### config.mk
export PLATFORM = sky130hd
export DESIGN_NAME = rac_ctrl
export DESIGN_NICKNAME = d
export VERILOG_FILES = /design/src/hdl/rac_pkg.sv /design/src/hdl/rac_watchdog.sv /design/src/hdl/rac_ctrl.sv
export SDC_FILE = /design/constraint.sdc
export NUM_CORES = 1
export LEC_CHECK = 0
export BUFFER_PORTS_ARGS = -buffer_cell sky130_fd_sc_hd__buf_2
export CORE_MARGIN = 2
export CORE_UTILIZATION = 40
export CTS_CLUSTER_DIAMETER = 60
export DETAILED_ROUTE_END_ITERATION = 16
export PLACE_DENSITY_LB_ADDON = 0.3
export SLEW_MARGIN = 15
export SYNTH_ARGS = -nofsm -noshare
export SYNTH_HDL_FRONTEND = slang
export SYNTH_SLANG_ARGS = --single-unit
### constraint.sdc
create_clock -name sys_clk_i -period 1.9 [get_ports sys_clk_i]
set_input_delay 0.38 -clock sys_clk_i [delete_from_list [all_inputs] [get_ports sys_clk_i]]
set_output_delay 0.38 -clock sys_clk_i [all_outputs]
set_load 0.005 [all_outputs]
### src/hdl/rac_pkg.sv
// Operation
// [RQ1] bit 6 pulses loop filter clear
// [RQ2] bit 5 pulses comb-integrator filter clear
// [RQ3] bit 3 resets auto sync logic
// [RQ4] bit 2 resets tuning word history
// [RQ5] bit 1 clears every monitor bit
// [RQ6] bit 0 restarts watchdog, no timeout
// [RQ7] expired watchdog restarts new cycle
// [RQ8] clear bit resets matching monitor bit
// [RQ9] clear registers self-clear after one use
// [RQ10] clear bit n acts on monitor n
// [RQ11] 0xa04: system clock and pll clears
// [RQ12] 0xa05: sync, watchdog, nvm clears
// [RQ13] 0xa06: dpll state clears, eight bits
// [RQ14] 0xa07: history and limiter clears
// [RQ15] 0xa08: reference input clears, 7/3 reserved
// [RQ16] zero writes inert, all read zero
package rac_pkg;

  // ----------------------------------------
  // register indices, byte address = 4 * index
  // ----------------------------------------
  localparam int IDX_W = 12;
  localparam logic [IDX_W-1:0] IDX_RESET_ACTIONS = 12'ha03;
  localparam logic [IDX_W-1:0] IDX_CLR_SYS = 12'ha04;
  localparam logic [IDX_W-1:0] IDX_CLR_SYNC = 12'ha05;
  localparam logic [IDX_W-1:0] IDX_CLR_DPLL = 12'ha06;
  localparam logic [IDX_W-1:0] IDX_CLR_HIST = 12'ha07;
  localparam logic [IDX_W-1:0] IDX_CLR_REFS = 12'ha08;
  localparam logic [IDX_W-1:0] IDX_CLR_SPARE = 12'ha09;
  localparam logic [IDX_W-1:0] IDX_MON_BASE = 12'ha14;
  localparam logic [IDX_W-1:0] IDX_WDOG_STAT = 12'ha19;

  // ----------------------------------------
  // reset-action bit positions
  // ----------------------------------------
  localparam int RA_LOOP_FILTER = 6;
  localparam int RA_COMB = 5;
  localparam int RA_AUTO_SYNC = 3;
  localparam int RA_TW_HIST = 2;
  localparam int RA_CLR_ALL = 1;
  localparam int RA_WDOG = 0;

  // ----------------------------------------
  // monitor groups and implemented bits
  // ----------------------------------------
  localparam int NUM_GROUPS = 5;
  localparam int IRQ_W = 8 * NUM_GROUPS;
  localparam logic [7:0] MASK_SYS = 8'h3f;
  localparam logic [7:0] MASK_SYNC = 8'h1f;
  localparam logic [7:0] MASK_DPLL = 8'hff;
  localparam logic [7:0] MASK_HIST = 8'h1f;
  localparam logic [7:0] MASK_REFS = 8'h77;
  localparam int WDOG_IRQ_BIT = 2;
  localparam logic [7:0] WB_ZERO = 8'h00;

  typedef struct packed {
    logic [7:0] refs;
    logic [7:0] hist;
    logic [7:0] dpll;
    logic [7:0] sync;
    logic [7:0] sys;
  } rac_irq_vec_t;

  typedef struct packed {
    logic loop_filter;
    logic comb;
    logic auto_sync;
    logic tw_hist;
  } rac_pulse_t;

endpackage : rac_pkg

### src/hdl/rac_watchdog.sv
`timescale 1ns/1ps
module rac_watchdog #(
  parameter int PERIOD_CYC = 1000
) (
  // clock and reset
  input wire logic sys_clk_i,
  input wire logic rst_b_i,
  // control
  input wire logic restart_i,
  // status
  output logic timeout_o,
  output logic expired_o
);

  localparam int CNT_W = $clog2(PERIOD_CYC + 1);
  localparam logic [CNT_W-1:0] LAST = CNT_W'(PERIOD_CYC - 1);

  logic [CNT_W-1:0] cnt_q, cnt_d;
  logic tmo_q, tmo_d;
  logic exp_q, exp_d;

  always_comb
  begin
    cnt_d = cnt_q + CNT_W'(1);
    tmo_d = 1'b0;
    exp_d = exp_q;
    // [RQ6] [RQ7] restart from zero
    if (restart_i)
    begin
      cnt_d = '0;
      exp_d = 1'b0;
    end
    else if (cnt_q == LAST)
    begin
      // expiry starts a new timing cycle
      cnt_d = '0;
      tmo_d = 1'b1;
      exp_d = 1'b1;
    end
  end

  always_ff @(posedge sys_clk_i)
  begin
    if (!rst_b_i)
    begin
      cnt_q <= '0;
      tmo_q <= 1'b0;
      exp_q <= 1'b0;
    end
    else
    begin
      cnt_q <= cnt_d;
      tmo_q <= tmo_d;
      exp_q <= exp_d;
    end
  end

  assign timeout_o = tmo_q;
  assign expired_o = exp_q;

endmodule : rac_watchdog

### src/hdl/rac_ctrl.sv
// Decided for this implementation: the Wishbone interface to the registers.
`timescale 1ns/1ps
module rac_ctrl #(
  parameter int WDOG_CYC = 1000
) (
  // clock and reset
  input wire logic sys_clk_i,
  input wire logic rst_b_i,
  // wishbone classic slave
  input wire logic wb_cyc_i,
  input wire logic wb_stb_i,
  input wire logic wb_we_i,
  input wire logic [15:0] wb_adr_i,
  input wire logic [3:0] wb_sel_i,
  input wire logic [31:0] wb_dat_i,
  output logic [31:0] wb_dat_o,
  output logic wb_ack_o,
  // event sources, same clock
  input rac_pkg::rac_irq_vec_t irq_event_i,
  // monitor bits
  output rac_pkg::rac_irq_vec_t irq_monitor_o,
  // reset action strobes
  output logic loop_filter_clear_o,
  output logic comb_integrator_filter_clear_o,
  output logic auto_sync_clear_o,
  output logic tuning_word_history_clear_o,
  // watchdog state
  output logic watchdog_expired_o
);

  // ----------------------------------------
  // declarations
  // ----------------------------------------
  localparam logic [rac_pkg::IRQ_W-1:0] VALID = {
    rac_pkg::MASK_REFS,
    rac_pkg::MASK_HIST,
    rac_pkg::MASK_DPLL,
    rac_pkg::MASK_SYNC,
    rac_pkg::MASK_SYS
  };

  logic req;
  logic wr_fire;
  logic [rac_pkg::IDX_W-1:0] idx;
  logic [7:0] wbyte;
  logic hit_ra;
  logic [rac_pkg::NUM_GROUPS-1:0] grp_clr_hit;
  logic [rac_pkg::NUM_GROUPS-1:0] grp_mon_hit;
  logic [rac_pkg::IRQ_W-1:0] grp_clr_vec;
  logic [rac_pkg::NUM_GROUPS-1:0][7:0] grp_rd_byte;
  logic [7:0] mon_rd_byte;
  logic ack_q, ack_d;
  logic [31:0] dat_q, dat_d;
  logic [rac_pkg::IRQ_W-1:0] clr_vec;
  logic [rac_pkg::IRQ_W-1:0] evt_vec;
  logic [rac_pkg::IRQ_W-1:0] mon_q, mon_d;
  rac_pkg::rac_pulse_t pls_q, pls_d;
  logic wd_restart;
  logic wd_timeout;
  logic wd_expired;
  logic wd_exp_q, wd_exp_d;
  logic [7:0] ra_byte;
  logic [7:0] rd_byte;

  // ----------------------------------------
  // bus decode
  // ----------------------------------------
  assign req = wb_cyc_i & wb_stb_i;
  assign idx = wb_adr_i[rac_pkg::IDX_W+1:2];
  assign wbyte = wb_sel_i[0] ? wb_dat_i[7:0] : rac_pkg::WB_ZERO;
  // a write acts only at the edge where ack is seen
  assign wr_fire = req & wb_we_i & ack_q;
  assign hit_ra = (idx == rac_pkg::IDX_RESET_ACTIONS);
  assign ra_byte = (wr_fire && hit_ra) ? wbyte : rac_pkg::WB_ZERO;

  // ----------------------------------------
  // bus handshake
  // ----------------------------------------
  always_comb
  begin
    // ack one cycle after the request, dropped after one
    ack_d = req & ~ack_q;
    dat_d = dat_q;
    if (req && !ack_q)
    begin
      dat_d = {24'h000000, rd_byte};
    end
    else if (!req)
    begin
      dat_d = '0;
    end
  end

  always_ff @(posedge sys_clk_i)
  begin
    if (!rst_b_i)
    begin
      ack_q <= 1'b0;
      dat_q <= '0;
    end
    else
    begin
      ack_q <= ack_d;
      dat_q <= dat_d;
    end
  end

  // ----------------------------------------
  // per-group decode
  // ----------------------------------------
  // clear row and monitor row list the groups in one order, so a
  // clear byte and a readback byte never meet the wrong group
  genvar gg;
  generate
    for (gg = 0; gg < rac_pkg::NUM_GROUPS; gg++)
    begin : g_grp
      // [RQ10] clear index g meets monitor byte g
      assign grp_clr_hit[gg] = (idx == rac_pkg::IDX_CLR_SYS + 12'(gg));
      assign grp_mon_hit[gg] = (idx == rac_pkg::IDX_MON_BASE + 12'(gg));
      assign grp_clr_vec[8 * gg +: 8] = (wr_fire && grp_clr_hit[gg]) ? wbyte :
                                        rac_pkg::WB_ZERO;
      assign grp_rd_byte[gg] = grp_mon_hit[gg] ? mon_q[8 * gg +: 8] : rac_pkg::WB_ZERO;
    end
  endgenerate

  always_comb
  begin
    // at most one group hits, so or-ing the bytes picks it
    mon_rd_byte = rac_pkg::WB_ZERO;
    for (int g = 0; g < rac_pkg::NUM_GROUPS; g++)
    begin
      mon_rd_byte = mon_rd_byte | grp_rd_byte[g];
    end
  end

  // ----------------------------------------
  // read mux
  // ----------------------------------------
  always_comb
  begin
    rd_byte = rac_pkg::WB_ZERO;
    // [RQ16] command registers read zero
    if (|grp_mon_hit)
    begin
      rd_byte = mon_rd_byte;
    end
    else if (idx == rac_pkg::IDX_WDOG_STAT)
    begin
      rd_byte = {7'h00, wd_exp_q};
    end
  end

  // ----------------------------------------
  // reset action strobes
  // ----------------------------------------
  always_comb
  begin
    // [RQ9] strobes last one cycle only
    pls_d = '0;
    // [RQ1] loop filter clear
    pls_d.loop_filter = ra_byte[rac_pkg::RA_LOOP_FILTER];
    // [RQ2] comb filter clear
    pls_d.comb = ra_byte[rac_pkg::RA_COMB];
    // [RQ3] auto sync reset
    pls_d.auto_sync = ra_byte[rac_pkg::RA_AUTO_SYNC];
    // [RQ4] history reset
    pls_d.tw_hist = ra_byte[rac_pkg::RA_TW_HIST];
  end

  always_ff @(posedge sys_clk_i)
  begin
    if (!rst_b_i)
    begin
      pls_q <= '0;
    end
    else
    begin
      pls_q <= pls_d;
    end
  end

  // ----------------------------------------
  // watchdog
  // ----------------------------------------
  // [RQ6] restart on written one
  assign wd_restart = ra_byte[rac_pkg::RA_WDOG];

  rac_watchdog #(
    .PERIOD_CYC(WDOG_CYC)
  ) u_wdog (
    .sys_clk_i(sys_clk_i),
    .rst_b_i(rst_b_i),
    .restart_i(wd_restart),
    .timeout_o(wd_timeout),
    .expired_o(wd_expired)
  );

  always_comb
  begin
    wd_exp_d = wd_expired;
  end

  always_ff @(posedge sys_clk_i)
  begin
    if (!rst_b_i)
    begin
      wd_exp_q <= 1'b0;
    end
    else
    begin
      wd_exp_q <= wd_exp_d;
    end
  end

  // ----------------------------------------
  // clear vector
  // ----------------------------------------
  always_comb
  begin
    // [RQ8] [RQ10] bit n clears monitor n
    // [RQ11] [RQ12] [RQ13] [RQ14] [RQ15] group select
    clr_vec = grp_clr_vec;
    // [RQ5] clear all monitors
    if (ra_byte[rac_pkg::RA_CLR_ALL])
    begin
      clr_vec = '1;
    end
    // reserved positions hold no monitor
    clr_vec = clr_vec & VALID;
  end

  // ----------------------------------------
  // event vector
  // ----------------------------------------
  always_comb
  begin
    evt_vec = irq_event_i;
    // watchdog expiry feeds its own monitor bit
    evt_vec[8 + rac_pkg::WDOG_IRQ_BIT] =
      irq_event_i.sync[rac_pkg::WDOG_IRQ_BIT] | wd_timeout;
  end

  // ----------------------------------------
  // monitor bits
  // ----------------------------------------
  genvar gi;
  generate
    for (gi = 0; gi < rac_pkg::IRQ_W; gi++)
    begin : g_mon
      if (VALID[gi])
      begin : g_used
        // set wins over a clear in the same cycle
        always_comb
        begin
          mon_d[gi] = evt_vec[gi] | (mon_q[gi] & ~clr_vec[gi]);
        end
      end
      else
      begin : g_rsvd
        always_comb
        begin
          mon_d[gi] = 1'b0;
        end
      end
    end
  endgenerate

  always_ff @(posedge sys_clk_i)
  begin
    if (!rst_b_i)
    begin
      mon_q <= '0;
    end
    else
    begin
      mon_q <= mon_d;
    end
  end

  // ----------------------------------------
  // outputs
  // ----------------------------------------
  assign wb_ack_o = ack_q;
  assign wb_dat_o = dat_q;
  assign irq_monitor_o = mon_q;
  assign loop_filter_clear_o = pls_q.loop_filter;
  assign comb_integrator_filter_clear_o = pls_q.comb;
  assign auto_sync_clear_o = pls_q.auto_sync;
  assign tuning_word_history_clear_o = pls_q.tw_hist;
  assign watchdog_expired_o = wd_exp_q;

endmodule : rac_ctrl

After elaboration in Yosys (flattened, before gate mapping)
Cells that the tools add are included.
{"block": "classes", "magnitude_cmp": 0, "eq_ne": 14, "n_mul": 0, "n_shift": 0, "bitwise": 101, "div": 0, "muxes": 18, "n_reduce_logical": 12, "addsub": 1}
{"cell": "12-bit == test, second input constant", "count": 12}
{"cell": "8-bit 2-to-1 mux", "count": 13}
{"cell": "39-bit 2-to-1 mux", "count": 1}
{"cell": "1-bit bitwise AND", "count": 34}
{"cell": "1-bit inverter", "count": 32}
{"cell": "8-bit OR", "count": 4}
{"cell": "1-bit OR", "count": 31}
{"cell": "10-bit by 1-bit adder with 10-bit output, second input constant", "count": 1}
{"cell": "10-bit == test, second input constant", "count": 1}
{"cell": "1-bit logical AND", "count": 7}
{"cell": "7-bit 2-to-1 mux", "count": 1}
{"cell": "5-bit OR reduction", "count": 1}
{"cell": "3-bit OR reduction", "count": 1}
{"cell": "1-bit 2-to-1 mux", "count": 2}
{"cell": "2-bit 2-to-1 mux", "count": 1}
{"cell": "2-bit by 1-bit inequality test with 1-bit output, second input constant", "count": 1}
{"cell": "2-bit AND reduction", "count": 1}
{"cell": "2-bit OR reduction", "count": 1}
{"cell": "1-bit zero test", "count": 1}
{"block": "word_totals", "input_bits": 97, "reg_bits": 66, "mem_bits_rw": 0, "latch_bits": 0, "n_memories": 0, "output_inout_bits": 78, "romBits": 0}

Longest topological paths before layout
Gate-level depths: netlist (run 1).
{"block": "logic_depth", "ltp_word": 9, "ltp_mapped": 7, "ltp_nobuf": 5}

Hierarchy
Synthesis (run 1) repeated with hierarchy kept, for this count alone.
{"block": "hier_totals", "cells_unflattened": 367, "hier_area_um2": 2964.1}
{"module": "rac_ctrl", "area_each_um2": 2447.3, "instances": 1, "cells_per_inst": 309}
{"module": "rac_watchdog", "area_each_um2": 516.7, "instances": 1, "cells_per_inst": 58}

Least setup slack after synthesis (run 1)
OpenSTA, ideal clock, no wires.
{"block": "synth_timing", "path_type": "in2reg", "start": "input wb_adr_i[12]", "end": "register mon_q, in the netlist irq_monitor_o[23]", "setup_ns": 0.117, "t_arrival_ns": 1.719, "path_stages": 7, "required_time_ns": 1.783, "setup_slack_ns": 0.064, "path_cell_list": "and4bb_2 > buf_2 > and4_1 > buf_2 > a41oi_2 > buf_2 > a32o_1"}
{"block": "synth_via", "elab_chain_cells": 7, "word_cells_on_any_way": 10, "classes_between": "eq/ne: 2; mux: 3; bitwise: 3; reduce/logical: 2"}
{"element": "from (decl)", "line_no": "rac_ctrl.sv:13", "rtl": "input wire logic [15:0] wb_adr_i,"}
{"element": "12-bit == test (on tied branches)", "line_no": "rac_ctrl.sv:118, rac_ctrl.sv:73"}
{"element": "1-bit logical AND (on tied branches)", "line_no": "rac_ctrl.sv:120, rac_ctrl.sv:74"}
{"element": "8-bit 2-to-1 mux / 2-bit 2-to-1 mux (equally long branches)", "line_no": "rac_ctrl.sv:120, rac_ctrl.sv:74"}
{"element": "39-bit 2-to-1 mux (*)", "line_no": "rac_ctrl.sv:224", "rtl": "if (ra_byte[rac_pkg::RA_CLR_ALL])"}
{"element": "1-bit inverter (*)", "line_no": "rac_ctrl.sv:255", "rtl": "mon_d[gi] = evt_vec[gi] | (mon_q[gi] & ~clr_vec[gi]);"}
{"element": "1-bit bitwise AND (*)", "line_no": "rac_ctrl.sv:255"}
{"element": "1-bit OR (*)", "line_no": "rac_ctrl.sv:255"}
{"element": "to (signal assigned)", "line_no": "rac_ctrl.sv:276", "rtl": "mon_q <= mon_d;"}
{"element": "to (decl)", "line_no": "rac_ctrl.sv:56", "rtl": "logic [rac_pkg::IRQ_W-1:0] mon_q, mon_d;"}
Mark *: on every way between the ends. The rest lies on a longest branch, timed or not.
A chain may end at the register's enable or synchronous reset.

Final worst setup path (run 1)
{"block": "layout_timing", "start": "register ack_q (netlist: wb_ack_o)", "end": "register mon_q, in the netlist irq_monitor_o[20]"}
{"block": "layout_via", "elab_chain_cells": 7, "word_cells_on_any_way": 9, "classes_between": "mux: 3; bitwise: 4; reduce/logical: 2"}
{"element": "from (decl)", "line_no": "rac_ctrl.sv:52", "rtl": "logic ack_q, ack_d;"}
{"element": "from (signal assigned)", "line_no": "rac_ctrl.sv:103", "rtl": "ack_q <= ack_d;"}
{"element": "1-bit bitwise AND (*)", "line_no": "rac_ctrl.sv:72", "rtl": "assign wr_fire = req & wb_we_i & ack_q;"}
{"element": "1-bit logical AND (on tied branches)", "line_no": "rac_ctrl.sv:120, rac_ctrl.sv:74"}
{"element": "8-bit 2-to-1 mux / 2-bit 2-to-1 mux (equally long branches)", "line_no": "rac_ctrl.sv:120, rac_ctrl.sv:74"}
{"element": "39-bit 2-to-1 mux (*)", "line_no": "rac_ctrl.sv:224"}
{"element": "1-bit inverter (*)", "line_no": "rac_ctrl.sv:255"}
{"element": "1-bit bitwise AND (*)", "line_no": "rac_ctrl.sv:255"}
{"element": "1-bit OR (*)", "line_no": "rac_ctrl.sv:255"}
Marks and branches as above.

==> impl_summary.txt, run 1 <==
----------------------------------------------------
[Floorplanning]
  Starting density of the core ... 0.412
  Die Height ... 90.2 microns
  Die area ... 8140 sq um
  Core Region ... 7210 sq um
  Placement row count ... 31
  Die X-Extent ... 90.2 microns
  Number of I/O pins ... 175

[Pwr]
  Sequential fraction of design power ... 0.515
  Leakage ... 1.61 nW
  Peak supply drop ... 0.326 mV
  Comb power frac ... 0.159
  Net Sw Frac ... 0.275
  Clock network fraction of total power ... 0.326
  Total power per unit cell area ... 669 nW/um^2
  Power Internal ... 1.83 mW
  Power dissipated by switching net loads ... 0.693 mW

[Worst setup path]
  Arrival @ worst endpoint ... 2010 ps
  Worst Path Max Fanout ... 13
  Worst setup path class ... flop to flop
  Required time reported for the critical path endpoint ... 2120 ps
  Nature of the critical path endpoint ... flop
  Startpoint kind of the worst setup timing path ... flop
  Flop-to-flop setup slack ... 100 ps

[GRT]
  Global-route wire length before repair ... 14400 microns
  Gr ovfl total ... 0
  Met2 Track Usage GR ... 0.350
  Highest-utilization routing layer at the global route stage ... met2
  Global routing usage summed across all routing layers ... 0.220
  Via count of the first global-routing pass ... 2705
  Antenna violations before repair ... 0
  Met3 usage ... 0.0394
  Met1 Resource Use GR ... 0.308
  Pin count of the biggest net entering global routing ... 24

[Job]
  Max-cap violations ... 0

[Routing]
  Number of routed nets with antenna violations ... 0
  Vias per Instance ... 5.33
  DRC violation count after routing ... 0
  WL final ... 9130 microns
  Iteration-0 DRC Markers ... 205
  Routed wire per std cell ... 16.2 microns
  Pre-Repair DR Iteration Count ... 5
  Total via count after detailed routing ... 3007

[Synthesis]
  Post-synth EDFFs ... 0
  Number of distinct library cells after synthesis ... 58
  Synth Warn # ... 0
  Share of synthesized flip-flops with an asynchronous set or reset ... 0
  Cell area after synthesis ... 2980 sq um
  Most frequently used flop master after synthesis ... dfxtp_1
  Synthesized flop and latch total ... 56
  Proportion of netlist area held by the largest area contributor ... 0.377
  Avg Inst Size Synth ... 8.65 sq um
  Post-Synthesis Cells ... 344
  Cell type with the highest aggregate area in the netlist ... dfxtp_1
  Sequential share of the synthesized area ... 0.377
  Largest cells by area after synthesis ... dfxtp_1 38%, buf_4 8.6%, a32o_1 4.7%

[STA]
  Final setup TNS ... 0 ps
  Finish-stage setup viols ... 0
  Hold Worst Slack ... 255 ps
  Tcrit/Tclk final ... 0.945
  Worst clock skew ... 3.02 ps
  Max Clock Freq ... 0.557 GHz
  Final worst setup slack ... 105 ps
  Unrepaired setup endpoints after global routing ... no
  Max Slew Vio Count ... 0
  Post-route minimum period ... 1800 ps
  Hold Violations, Final ... 0

[Cells and area]
  Number of nets in the final layout ... 562
  Share of final-layout standard cells stronger than drive strength 1 ... 0.335
  Area taken by flip-flops and latches ... 1120 sq um
  # diodes ... 0
  Area added between synthesis and finish ... 26.5%
  Area taken by multi-input logic gates ... 1600 sq um
  Post-route design area ... 3760 sq um
  Core occupancy in the finished layout ... 0.522
  Number of fillers in the final layout ... 703

[Placement]
  Area of placed instances ... 3650 sq um
  Number of I/O port buffers ... 99
  Post-Place Worst Slack ... -106 ps
  Estimated wirelength of the detail-placed design ... 7140 microns
  Final estimated routing congestion in global placement ... 0.912

[Clock tree]
  Deepest clock path buffer count ... 2
  Postcts setup bufs ... 0
  Maximum level of the CTS H-tree ... 2
  Clock input transition at the sequential cells of the worst setup and hold paths ... 100 ps
  TritonCTS clock tree ... done
  CTS Sinks ... 56
  Number of buffers added by the clock tree synthesis step ... 5
  Cts repair resizes ... 0
  Clock latency of the later-clocked register in the worst-skew pair ... 320 ps
  Root buffer cell ... clkbuf_8
  Number of buffers inserted by hold repair at cts ... 0

[Outcome]
  Result of the run ... finished, final reports clean

[Min path]
  Class of the worst hold path ... input port to flop

----------------------------------------------------
routing by layer:
| layer | wire length, microns | up-vias | part of all wire |
|---|---|---|---|
| met1 | 4130 | 1413 | 0.45 |
| met5 | 0 | - | 0 |
| met4 | 141 | 0 | 0.015 |
| li1 | - | 1439 | - |
| met2 | 4160 | 142 | 0.46 |
| met3 | 696 | 13 | 0.076 |
registers in the layout, summed over array words and instances, names as in the netlist:
register                        flops
tuning_word_history_clear_o         1
wb_ack_o                            1
comb_integrator_filter_clear_o      1
u_wdog.timeout_o                    1
u_wdog.expired_o                    1
wb_dat_o                            8
u_wdog.cnt_q                       10
loop_filter_clear_o                 1
auto_sync_clear_o                   1
watchdog_expired_o                  1
irq_monitor_o                      30
worst max-delay path, cell delays in order (launching register included):
cell	delay (ps)
dfxtp_1	390
and3_1	380
and4_1	290
a41oi_2	150
buf_4	230
a32o_1	250
stage by stage:
stage / power, mW / std cells
finish: 2.52 / 564
global route: 2.62 / 564
CTS: 2.53 / 564
detailed placement: 1.72 / 556
global placement: 1.71 / 556
floorplan: 1.55 / 377
logic make-up after synthesis:
logic type                 Yosys count  synth area share
AOI/OAI and AO/OA                   82             0.215
buffers and inverters               65             0.127
other                                1           0.00126
and+or+nand+nor                    126             0.230
muxes                                5            0.0219
DFF                                 56             0.377
xor gates and xnor gates             8            0.0236
adders and majority gates            1           0.00420
power groups by stage:
stage	clock network, mW	registers (mW)	logic [mW]
detailed placement	0	1.32	0.397
floorplan	0	1.31	0.235
CTS	0.832	1.29	0.399
global placement	0	1.32	0.393
finish	0.821	1.30	0.401
global route	0.879	1.30	0.441
final timing paths:
| kind | depth (start not counted) | end | start |
|---|---|---|---|
| worst max-delay path | 5 | irq_monitor_o[20]$_SDFF_PN0_ | wb_ack_o$_SDFF_PN0_ |
| worst min-delay path | 3 | irq_monitor_o[34]$_SDFF_PN0_ | irq_event_i[34] |
| worst max register to register | 5 | irq_monitor_o[20]$_SDFF_PN0_ | wb_ack_o$_SDFF_PN0_ |
| worst min register to register | 1 | u_wdog.cnt_q[0]$_SDFF_PP0_ | u_wdog.cnt_q[0]$_SDFF_PP0_ |
synthesized netlist by cell type, drive strengths merged, types with 10 or more instances:
| master | count |
|---|---|
| a32o | 14 |
| inv | 10 |
| nor2 | 24 |
| buf | 41 |
| a21oi | 10 |
| o21ai | 19 |
| o31ai | 14 |
| nand2 | 33 |
| dfxtp | 56 |
| nand4 | 15 |
| nand3 | 13 |
| clkbuf | 14 |
final cells by class:
class | instances | share of cell area
tap | 99 | 0.0329
clock inverter | 3 | 0.0123
inverter | 10 | 0.00998
multi-input combinational | 256 | 0.425
clock buffer | 5 | 0.0183
sequential | 56 | 0.298
timing repair buffer | 135 | 0.204
cells in the final DEF, fill, tap and decap left out, drive strengths merged, types with 4 or more instances in the layout:
master,netlist,routed
buf,41,135
nor3,5,5
dfxtp,56,56
o21ai,19,19
nand4,15,15
nor2,24,24
a21oi,10,10
o31ai,14,14
a32o,14,14
and3,4,4
xnor2,5,5
nand2,33,33
inv,10,11
clkbuf,14,5
nand3b,6,6
a211oi,4,4
conb,1,34
nand3,13,13
No activity file was read; power rests on OpenSTA's default activity.
==> inputs of run 2 (changes only) <==
--- a/config.mk
+++ b/config.mk
@@ -5,6 +5,7 @@
 export SDC_FILE = /design/constraint.sdc
 export NUM_CORES = 1
 export LEC_CHECK = 0
+export ABC_AREA = 1
 export BUFFER_PORTS_ARGS = -buffer_cell sky130_fd_sc_hd__buf_2
 export CORE_MARGIN = 2
 export CORE_UTILIZATION = 40
==> run 2 against run 1 <==
  * Worst setup slack improved by 270 ps
  * Largest power group unchanged
  * Highest routed layer unchanged
  * Combinational power fell by 28%
  * Largest cell class unchanged
  * Synthesized cell count increased by 22%
==> impl_summary.txt, run 2 <==
----------------------------------------------------
[Outcome]
  Result of the run ... finished, final reports clean

[Clock tree]
  Number of buffers inserted by hold repair at cts ... 0
  CTS Sinks ... 56
  Postcts setup bufs ... 0
  Maximum level of the CTS H-tree ... 2
  TritonCTS clock tree ... done
  Root buffer cell ... clkbuf_8
  Number of buffers added by the clock tree synthesis step ... 5
  Cts repair resizes ... 0
  Deepest clock path buffer count ... 2
  Clock input transition at the sequential cells of the worst setup and hold paths ... 100 ps
  Clock latency of the later-clocked register in the worst-skew pair ... 310 ps

[Floorplanning]
  Number of I/O pins ... 175
  Die area ... 8120 sq um
  Die X-Extent ... 90.1 microns
  Die Height ... 90.1 microns
  Starting density of the core ... 0.411
  Placement row count ... 31
  Core Region ... 7210 sq um

[Worst setup path]
  Required time reported for the critical path endpoint ... 2100 ps
  Slowest stage cell on the critical path ... dfxtp_1
  Startpoint kind of the worst setup timing path ... flop
  Worst setup path class ... flop to flop
  Worst path max stage delay ... 370 ps
  Worst Path Max Fanout ... 3
  CP cell instances ... ha_1 > nand2_1 > nor2_1 > inv_1 > nor3_1 > nand3_1 > nand2_1 > a21oi_1
  Nature of the critical path endpoint ... flop
  Cell occurring most often along the worst timing path ... nand2_1
  Arrival @ worst endpoint ... 1730 ps

[Synthesis]
  Synth Warn # ... 0
  Cell area after synthesis ... 2970 sq um
  Post-synth EDFFs ... 0
  Cell type with the highest aggregate area in the netlist ... dfxtp_1
  Leading cell type by number of instances after synthesis ... nand3_1
  Synthesized flop and latch total ... 56
  Largest cells by area after synthesis ... dfxtp_1 38%, nand3_1 14%, buf_4 8.9%
  Synth top cells by count ... 81 x nand3_1, 61 x inv_1, 56 x dfxtp_1
  Most frequently used flop master after synthesis ... dfxtp_1
  Proportion of netlist area held by the largest area contributor ... 0.378
  Share of synthesized flip-flops with an asynchronous set or reset ... 0
  Number of distinct library cells after synthesis ... 30
  Post-Synthesis Cells ... 420
  Sequential share of the synthesized area ... 0.378
  Avg Inst Size Synth ... 7.06 sq um

[GRT]
  Gr ovfl total ... 0
  Global routing usage summed across all routing layers ... 0.199
  Antenna violations before repair ... 0
  Pin count of the biggest net entering global routing ... 31
  Global-route wire length before repair ... 13200 microns
  Via count of the first global-routing pass ... 2823

[Pwr]
  Comb power frac ... 0.129
  Clock network fraction of total power ... 0.303
  Total power per unit cell area ... 624 nW/um^2
  Peak supply drop ... 0.312 mV
  Net Sw Frac ... 0.266
  Sequential fraction of design power ... 0.568
  Power dissipated by switching net loads ... 0.595 mW
  Leakage ... 1.80 nW
  Power Internal ... 1.64 mW

[Routing]
  Routed wire per std cell ... 12.9 microns
  Pre-Repair DR Iteration Count ... 5
  WL final ... 8060 microns
  Iteration-0 DRC Markers ... 218
  Number of routed nets with antenna violations ... 0
  Total via count after detailed routing ... 3000
  DRC violation count after routing ... 0
  Vias per Instance ... 4.81

[Job]
  Max-cap violations ... 0

[Cells and area]
  Number of flip-flops under the largest register name ... 30
  Area added between synthesis and finish ... 20.8%
  Number of nets in the final layout ... 622
  Commonest non-fill, non-tap cells in the layout ... 99 x buf_2, 81 x nand3_1, 61 x inv_1, 56 x dfxtp_1, 51 x nand2_1
  Most common cell after layout, fill and taps aside ... buf_2
  # diodes ... 0
  Share of final-layout standard cells stronger than drive strength 1 ... 0.261
  Number of fillers in the final layout ... 767

[STA]
  Finish-stage setup viols ... 0
  Hold Violations, Final ... 0
  Post-route minimum period ... 1530 ps
  Worst clock skew ... 7.07 ps
  Tcrit/Tclk final ... 0.803
  Final setup TNS ... 0 ps
  Max Clock Freq ... 0.655 GHz
  Max Slew Vio Count ... 0
  Final worst setup slack ... 374 ps
  Unrepaired setup endpoints after global routing ... no

[Placement]
  Post-Place Worst Slack ... 146 ps
  Estimated wirelength of the detail-placed design ... 6380 microns
  Number of I/O port buffers ... 99
  Final estimated routing congestion in global placement ... 0.934

[Min path]
  Class of the worst hold path ... input port to flop

----------------------------------------------------
[run 2: cell count changes in the layout (fill, tap and decap cells not counted), sizes merged, moves of 13 or more]
| cell | previous run | this run |
|---|---|---|
| nand2 | 33 | 57 |
| nor2 | 24 | 37 |
| a21oi | 10 | 42 |
| buf | 135 | 110 |
| inv | 11 | 62 |
| a32o | 14 | 0 |
| o31ai | 14 | 0 |
| o21ai | 19 | 6 |
| nand3 | 13 | 82 |
[run 2: logic make-up (layout without fill, tap and decap cells)]
logic type / count (synthesis) / in the layout / share of synthesized area
AOI/OAI and AO/OA: 55 / 55 / 0.104
xor gates and xnor gates: 3 / 3 / 0.00886
adders and majority gates: 1 / 1 / 0.00422
buffers and inverters: 108 / 180 / 0.184
DFF: 56 / 56 / 0.378
other: 1 / 34 / 0.00126
and+or+nand+nor: 196 / 196 / 0.320
[run 2: cell type report]
type,instances,area (sq um),share of cell area
clock buffer,6,82.6,0.0230
clock inverter,2,10.0,0.00279
inverter,62,233,0.0649
multi-input combinational,289,1420,0.397
sequential,56,1120,0.313
tap,99,124,0.0346
timing repair buffer,110,591,0.165
[run 2: per-layer routing]
metal	GRT usage	vias up	wire, microns
met5	0	-	0
met4	0.0641	0	158
met3	0.0444	18	658
met2	0.332	143	3710
met1	0.256	1324	3540
li1	-	1515	-
[run 2: path summary, 6_finish.rpt]
kind,from,slack [ps],endpoint,cells past startpoint
hold reg to reg,u_wdog.expired_o$_SDFFE_PP0P_,440,watchdog_expired_o$_SDFF_PN0_,2
setup reg to reg,u_wdog.cnt_q[0]$_SDFF_PP0_,370,u_wdog.cnt_q[8]$_SDFF_PP0_,8
hold / removal,irq_event_i[33],290,irq_monitor_o[33]$_SDFF_PN0_,3
setup / recovery,u_wdog.cnt_q[0]$_SDFF_PP0_,370,u_wdog.cnt_q[8]$_SDFF_PP0_,8
[run 2: worst max-delay path: cells and delay by family, from the launching register on]
| family | cells | cell delay [ps] |
|---|---|---|
| AND/OR/NAND/NOR | 5 | 760 |
| flip-flops | 1 | 370 |
| buffers and inverters | 1 | 70 |
| adder cells (fa/ha/maj) | 1 | 180 |
| AO/OA/AOI/OAI | 1 | 60 |
[run 2: stage by stage]
stage	std cells	power (mW)	util	cell area, sq um	hold slack [ps]
6_report	624	2.24	0.497	3580	292
3_5_place_dp	616	1.59	0.484	3490	423
3_3_place_gp	616	1.58	0.484	3490	414
2_1_floorplan	453	1.48	-	3090	407
4_1_cts	624	2.25	0.497	3580	285
5_1_grt	624	2.34	0.497	3580	290
[run 2: power groups by stage]
stage	sequential, mW	combinational, mW	clock, mW
floorplan	1.29	0.189	0
global placement	1.30	0.283	0
detailed placement	1.30	0.288	0
CTS	1.27	0.289	0.692
global route	1.28	0.327	0.739
finish	1.27	0.288	0.678
==> inputs of run 3 (changes only) <==
--- a/config.mk
+++ b/config.mk
@@ -8,7 +8,7 @@
 export ABC_AREA = 1
 export BUFFER_PORTS_ARGS = -buffer_cell sky130_fd_sc_hd__buf_2
 export CORE_MARGIN = 2
-export CORE_UTILIZATION = 40
+export CORE_UTILIZATION = 44
 export CTS_CLUSTER_DIAMETER = 60
 export DETAILED_ROUTE_END_ITERATION = 16
 export PLACE_DENSITY_LB_ADDON = 0.3
==> constraint.sdc (replaced) <==
create_clock -name sys_clk_i -period 1.5 [get_ports sys_clk_i]
set_input_delay 0.3 -clock sys_clk_i [delete_from_list [all_inputs] [get_ports sys_clk_i]]
set_output_delay 0.3 -clock sys_clk_i [all_outputs]
set_load 0.005 [all_outputs]
==> run 3 against run 2 <==
  * Worst hold slack lost 74 ps
  * Register-to-register slack lost 290 ps
  * Final cell count grew 0.32%
  * Worst setup slack lost 290 ps
  * Critical path depth is the same
  * Largest cell class unchanged
  * Flip-flop and latch count is the same
  * Global-route usage grew 1.5 points
  * First-iteration DRC count shrank 13%
  * Die area shrank 8.7%
==> impl_summary.txt, run 3 (synthesis gave the netlist of run 2 again) <==
----------------------------------------------------
[Worst setup path]
  Buffers & Inverters on Critical Path ... 3
  Startpoint kind of the worst setup timing path ... flop
  Slowest stage cell on the critical path ... dfxtp_2
  Arrival @ worst endpoint ... 1600 ps
  Worst path max stage delay ... 350 ps
  Required time reported for the critical path endpoint ... 1690 ps
  Family with the most delay on the worst path ... simple AND/OR/NAND/NOR gates
  Worst setup path class ... flop to flop
  Nature of the critical path endpoint ... flop
  Worst Path Max Fanout ... 4
  CP cell instances ... inv_2 > nor2_4 > nand2_4 > inv_4 > nand4_1 > buf_4 > o211ai_1 > a21oi_1

[Clock tree]
  Clock input transition at the sequential cells of the worst setup and hold paths ... 100 ps
  Root buffer cell ... clkbuf_8
  Maximum level of the CTS H-tree ... 2
  Number of buffers inserted by hold repair at cts ... 0
  Clock latency of the later-clocked register in the worst-skew pair ... 300 ps
  CTS Sinks ... 56
  Deepest clock path buffer count ... 2
  TritonCTS clock tree ... done
  Number of buffers added by the clock tree synthesis step ... 5

[Routing]
  DRC violation count after routing ... 0
  Number of routed nets with antenna violations ... 0
  Routed wire per std cell ... 13.3 microns
  Iteration-0 DRC Markers ... 190
  Pre-Repair DR Iteration Count ... 5
  Total via count after detailed routing ... 3136
  Vias per Instance ... 5.01
  WL final ... 8310 microns

[Cells and area]
  Number of flip-flops under the largest register name ... 30
  Most common cell after layout, fill and taps aside ... buf_2
  Commonest non-fill, non-tap cells in the layout ... 100 x buf_2, 80 x nand3_1, 59 x inv_1, 55 x dfxtp_1, 51 x nand2_1
  Core occupancy in the finished layout ... 0.585
  Number of nets in the final layout ... 647
  # diodes ... 0
  Post-route design area ... 3760 sq um
  Area added between synthesis and finish ... 26.7%
  Final Instance Count excl. Fillers ... 626
  Share of final-layout standard cells stronger than drive strength 1 ... 0.304

[STA]
  Final worst setup slack ... 85.6 ps
  Max Slew Vio Count ... 0
  Unrepaired setup endpoints after global routing ... yes
  Finish-stage setup viols ... 0
  Max Clock Freq ... 0.707 GHz
  Tcrit/Tclk final ... 0.943
  Hold Violations, Final ... 0
  Post-route minimum period ... 1410 ps
  Worst clock skew ... 9.97 ps

[Outcome]
  Result of the run ... finished, final reports clean

[Pwr]
  Leakage ... 1.94 nW
  Peak supply drop ... 0.478 mV
  Total power per unit cell area ... 739 nW/um^2
  Overall power of the completed layout ... 2.78 mW

[Floorplanning]
  Die Height ... 86.1 microns
  Placement row count ... 29
  Starting density of the core ... 0.462
  Die X-Extent ... 86.1 microns
  Number of I/O pins ... 175
  Core Region ... 6420 sq um
  Die area ... 7410 sq um

[Placement]
  Post-Place Worst Slack ... -175 ps
  Number of I/O port buffers ... 99
  Inst Count DP ... 616
  Final estimated routing congestion in global placement ... 0.927
  Estimated wirelength of the detail-placed design ... 6550 microns
  Area of placed instances ... 3620 sq um

[GRT]
  Global-route wire length before repair ... 12700 microns
  Gr ovfl total ... 0
  Via count of the first global-routing pass ... 2718
  Antenna violations before repair ... 0
  Pin count of the biggest net entering global routing ... 24
  Global routing usage summed across all routing layers ... 0.214

[Job]
  Max-cap violations ... 0

[Min path]
  Class of the worst hold path ... input port to flop

----------------------------------------------------
[run 3: final cells by class]
| cell class | instances | area [sq um] |
|---|---|---|
| Fill cell | 650 | 2670 |
| Multi-Input combinational cell | 289 | 1460 |
| Sequential cell | 56 | 1120 |
| Timing Repair Buffer | 135 | 771 |
| Inverter | 62 | 235 |
| Tap cell | 77 | 96.3 |
| Clock buffer | 6 | 72.6 |
| Clock inverter | 1 | 5.00 |
[run 3: metrics by stage]
step | setup TNS, ps | hold WS, ps
6_report | 0 | 218
5_1_grt | -178 | 221
4_1_cts | 0 | 214
3_5_place_dp | -6100 | 423
3_3_place_gp | -4760 | 413
2_1_floorplan | 0 | 398
[run 3: worst paths after layout]
kind                                                     from                             to  slack (ps)  cells past startpoint
worst max-delay path                      wb_ack_o$_SDFF_PN0_   irq_monitor_o[22]$_SDFF_PN0_          90                      8
worst min register to register  u_wdog.expired_o$_SDFFE_PP0P_  watchdog_expired_o$_SDFF_PN0_         430                      2
worst min-delay path                          irq_event_i[28]   irq_monitor_o[28]$_SDFF_PN0_         220                      3
worst max register to register            wb_ack_o$_SDFF_PN0_   irq_monitor_o[22]$_SDFF_PN0_          90                      8
[run 3: what timing repair did]
action / CTS / global route
resized for setup: 1 / 12
endpoints found under the setup margin: 1 / 40
cloned: 0 / 1
pin swaps: 0 / 5
setup buffers: 0 / 2
[run 3: metal layers]
metal  vias to the layer above  wire (microns)  global-route usage
met1                      1414            3590               0.286
li1                       1557               -                   -
met4                         0              85              0.0606
met2                       155            3970               0.356
met3                        10             659              0.0337
met5                         -               0                   0
[run 3: worst register-to-register path: stages (launching register included)]
cell      delay [ps]
dfxtp_2          350
inv_2             40
nor2_4           130
nand2_4           90
inv_4             70
nand4_1          220
buf_4            240
o211ai_1          70
a21oi_1           80
[run 3: power breakdown]
part | switching (mW) | internal, mW | leakage (nW)
sequential | 0.0589 | 1.55 | 0.462
clock | 0.461 | 0.319 | 0.0410
combinational | 0.213 | 0.174 | 1.43
total | 0.733 | 2.05 | 1.94
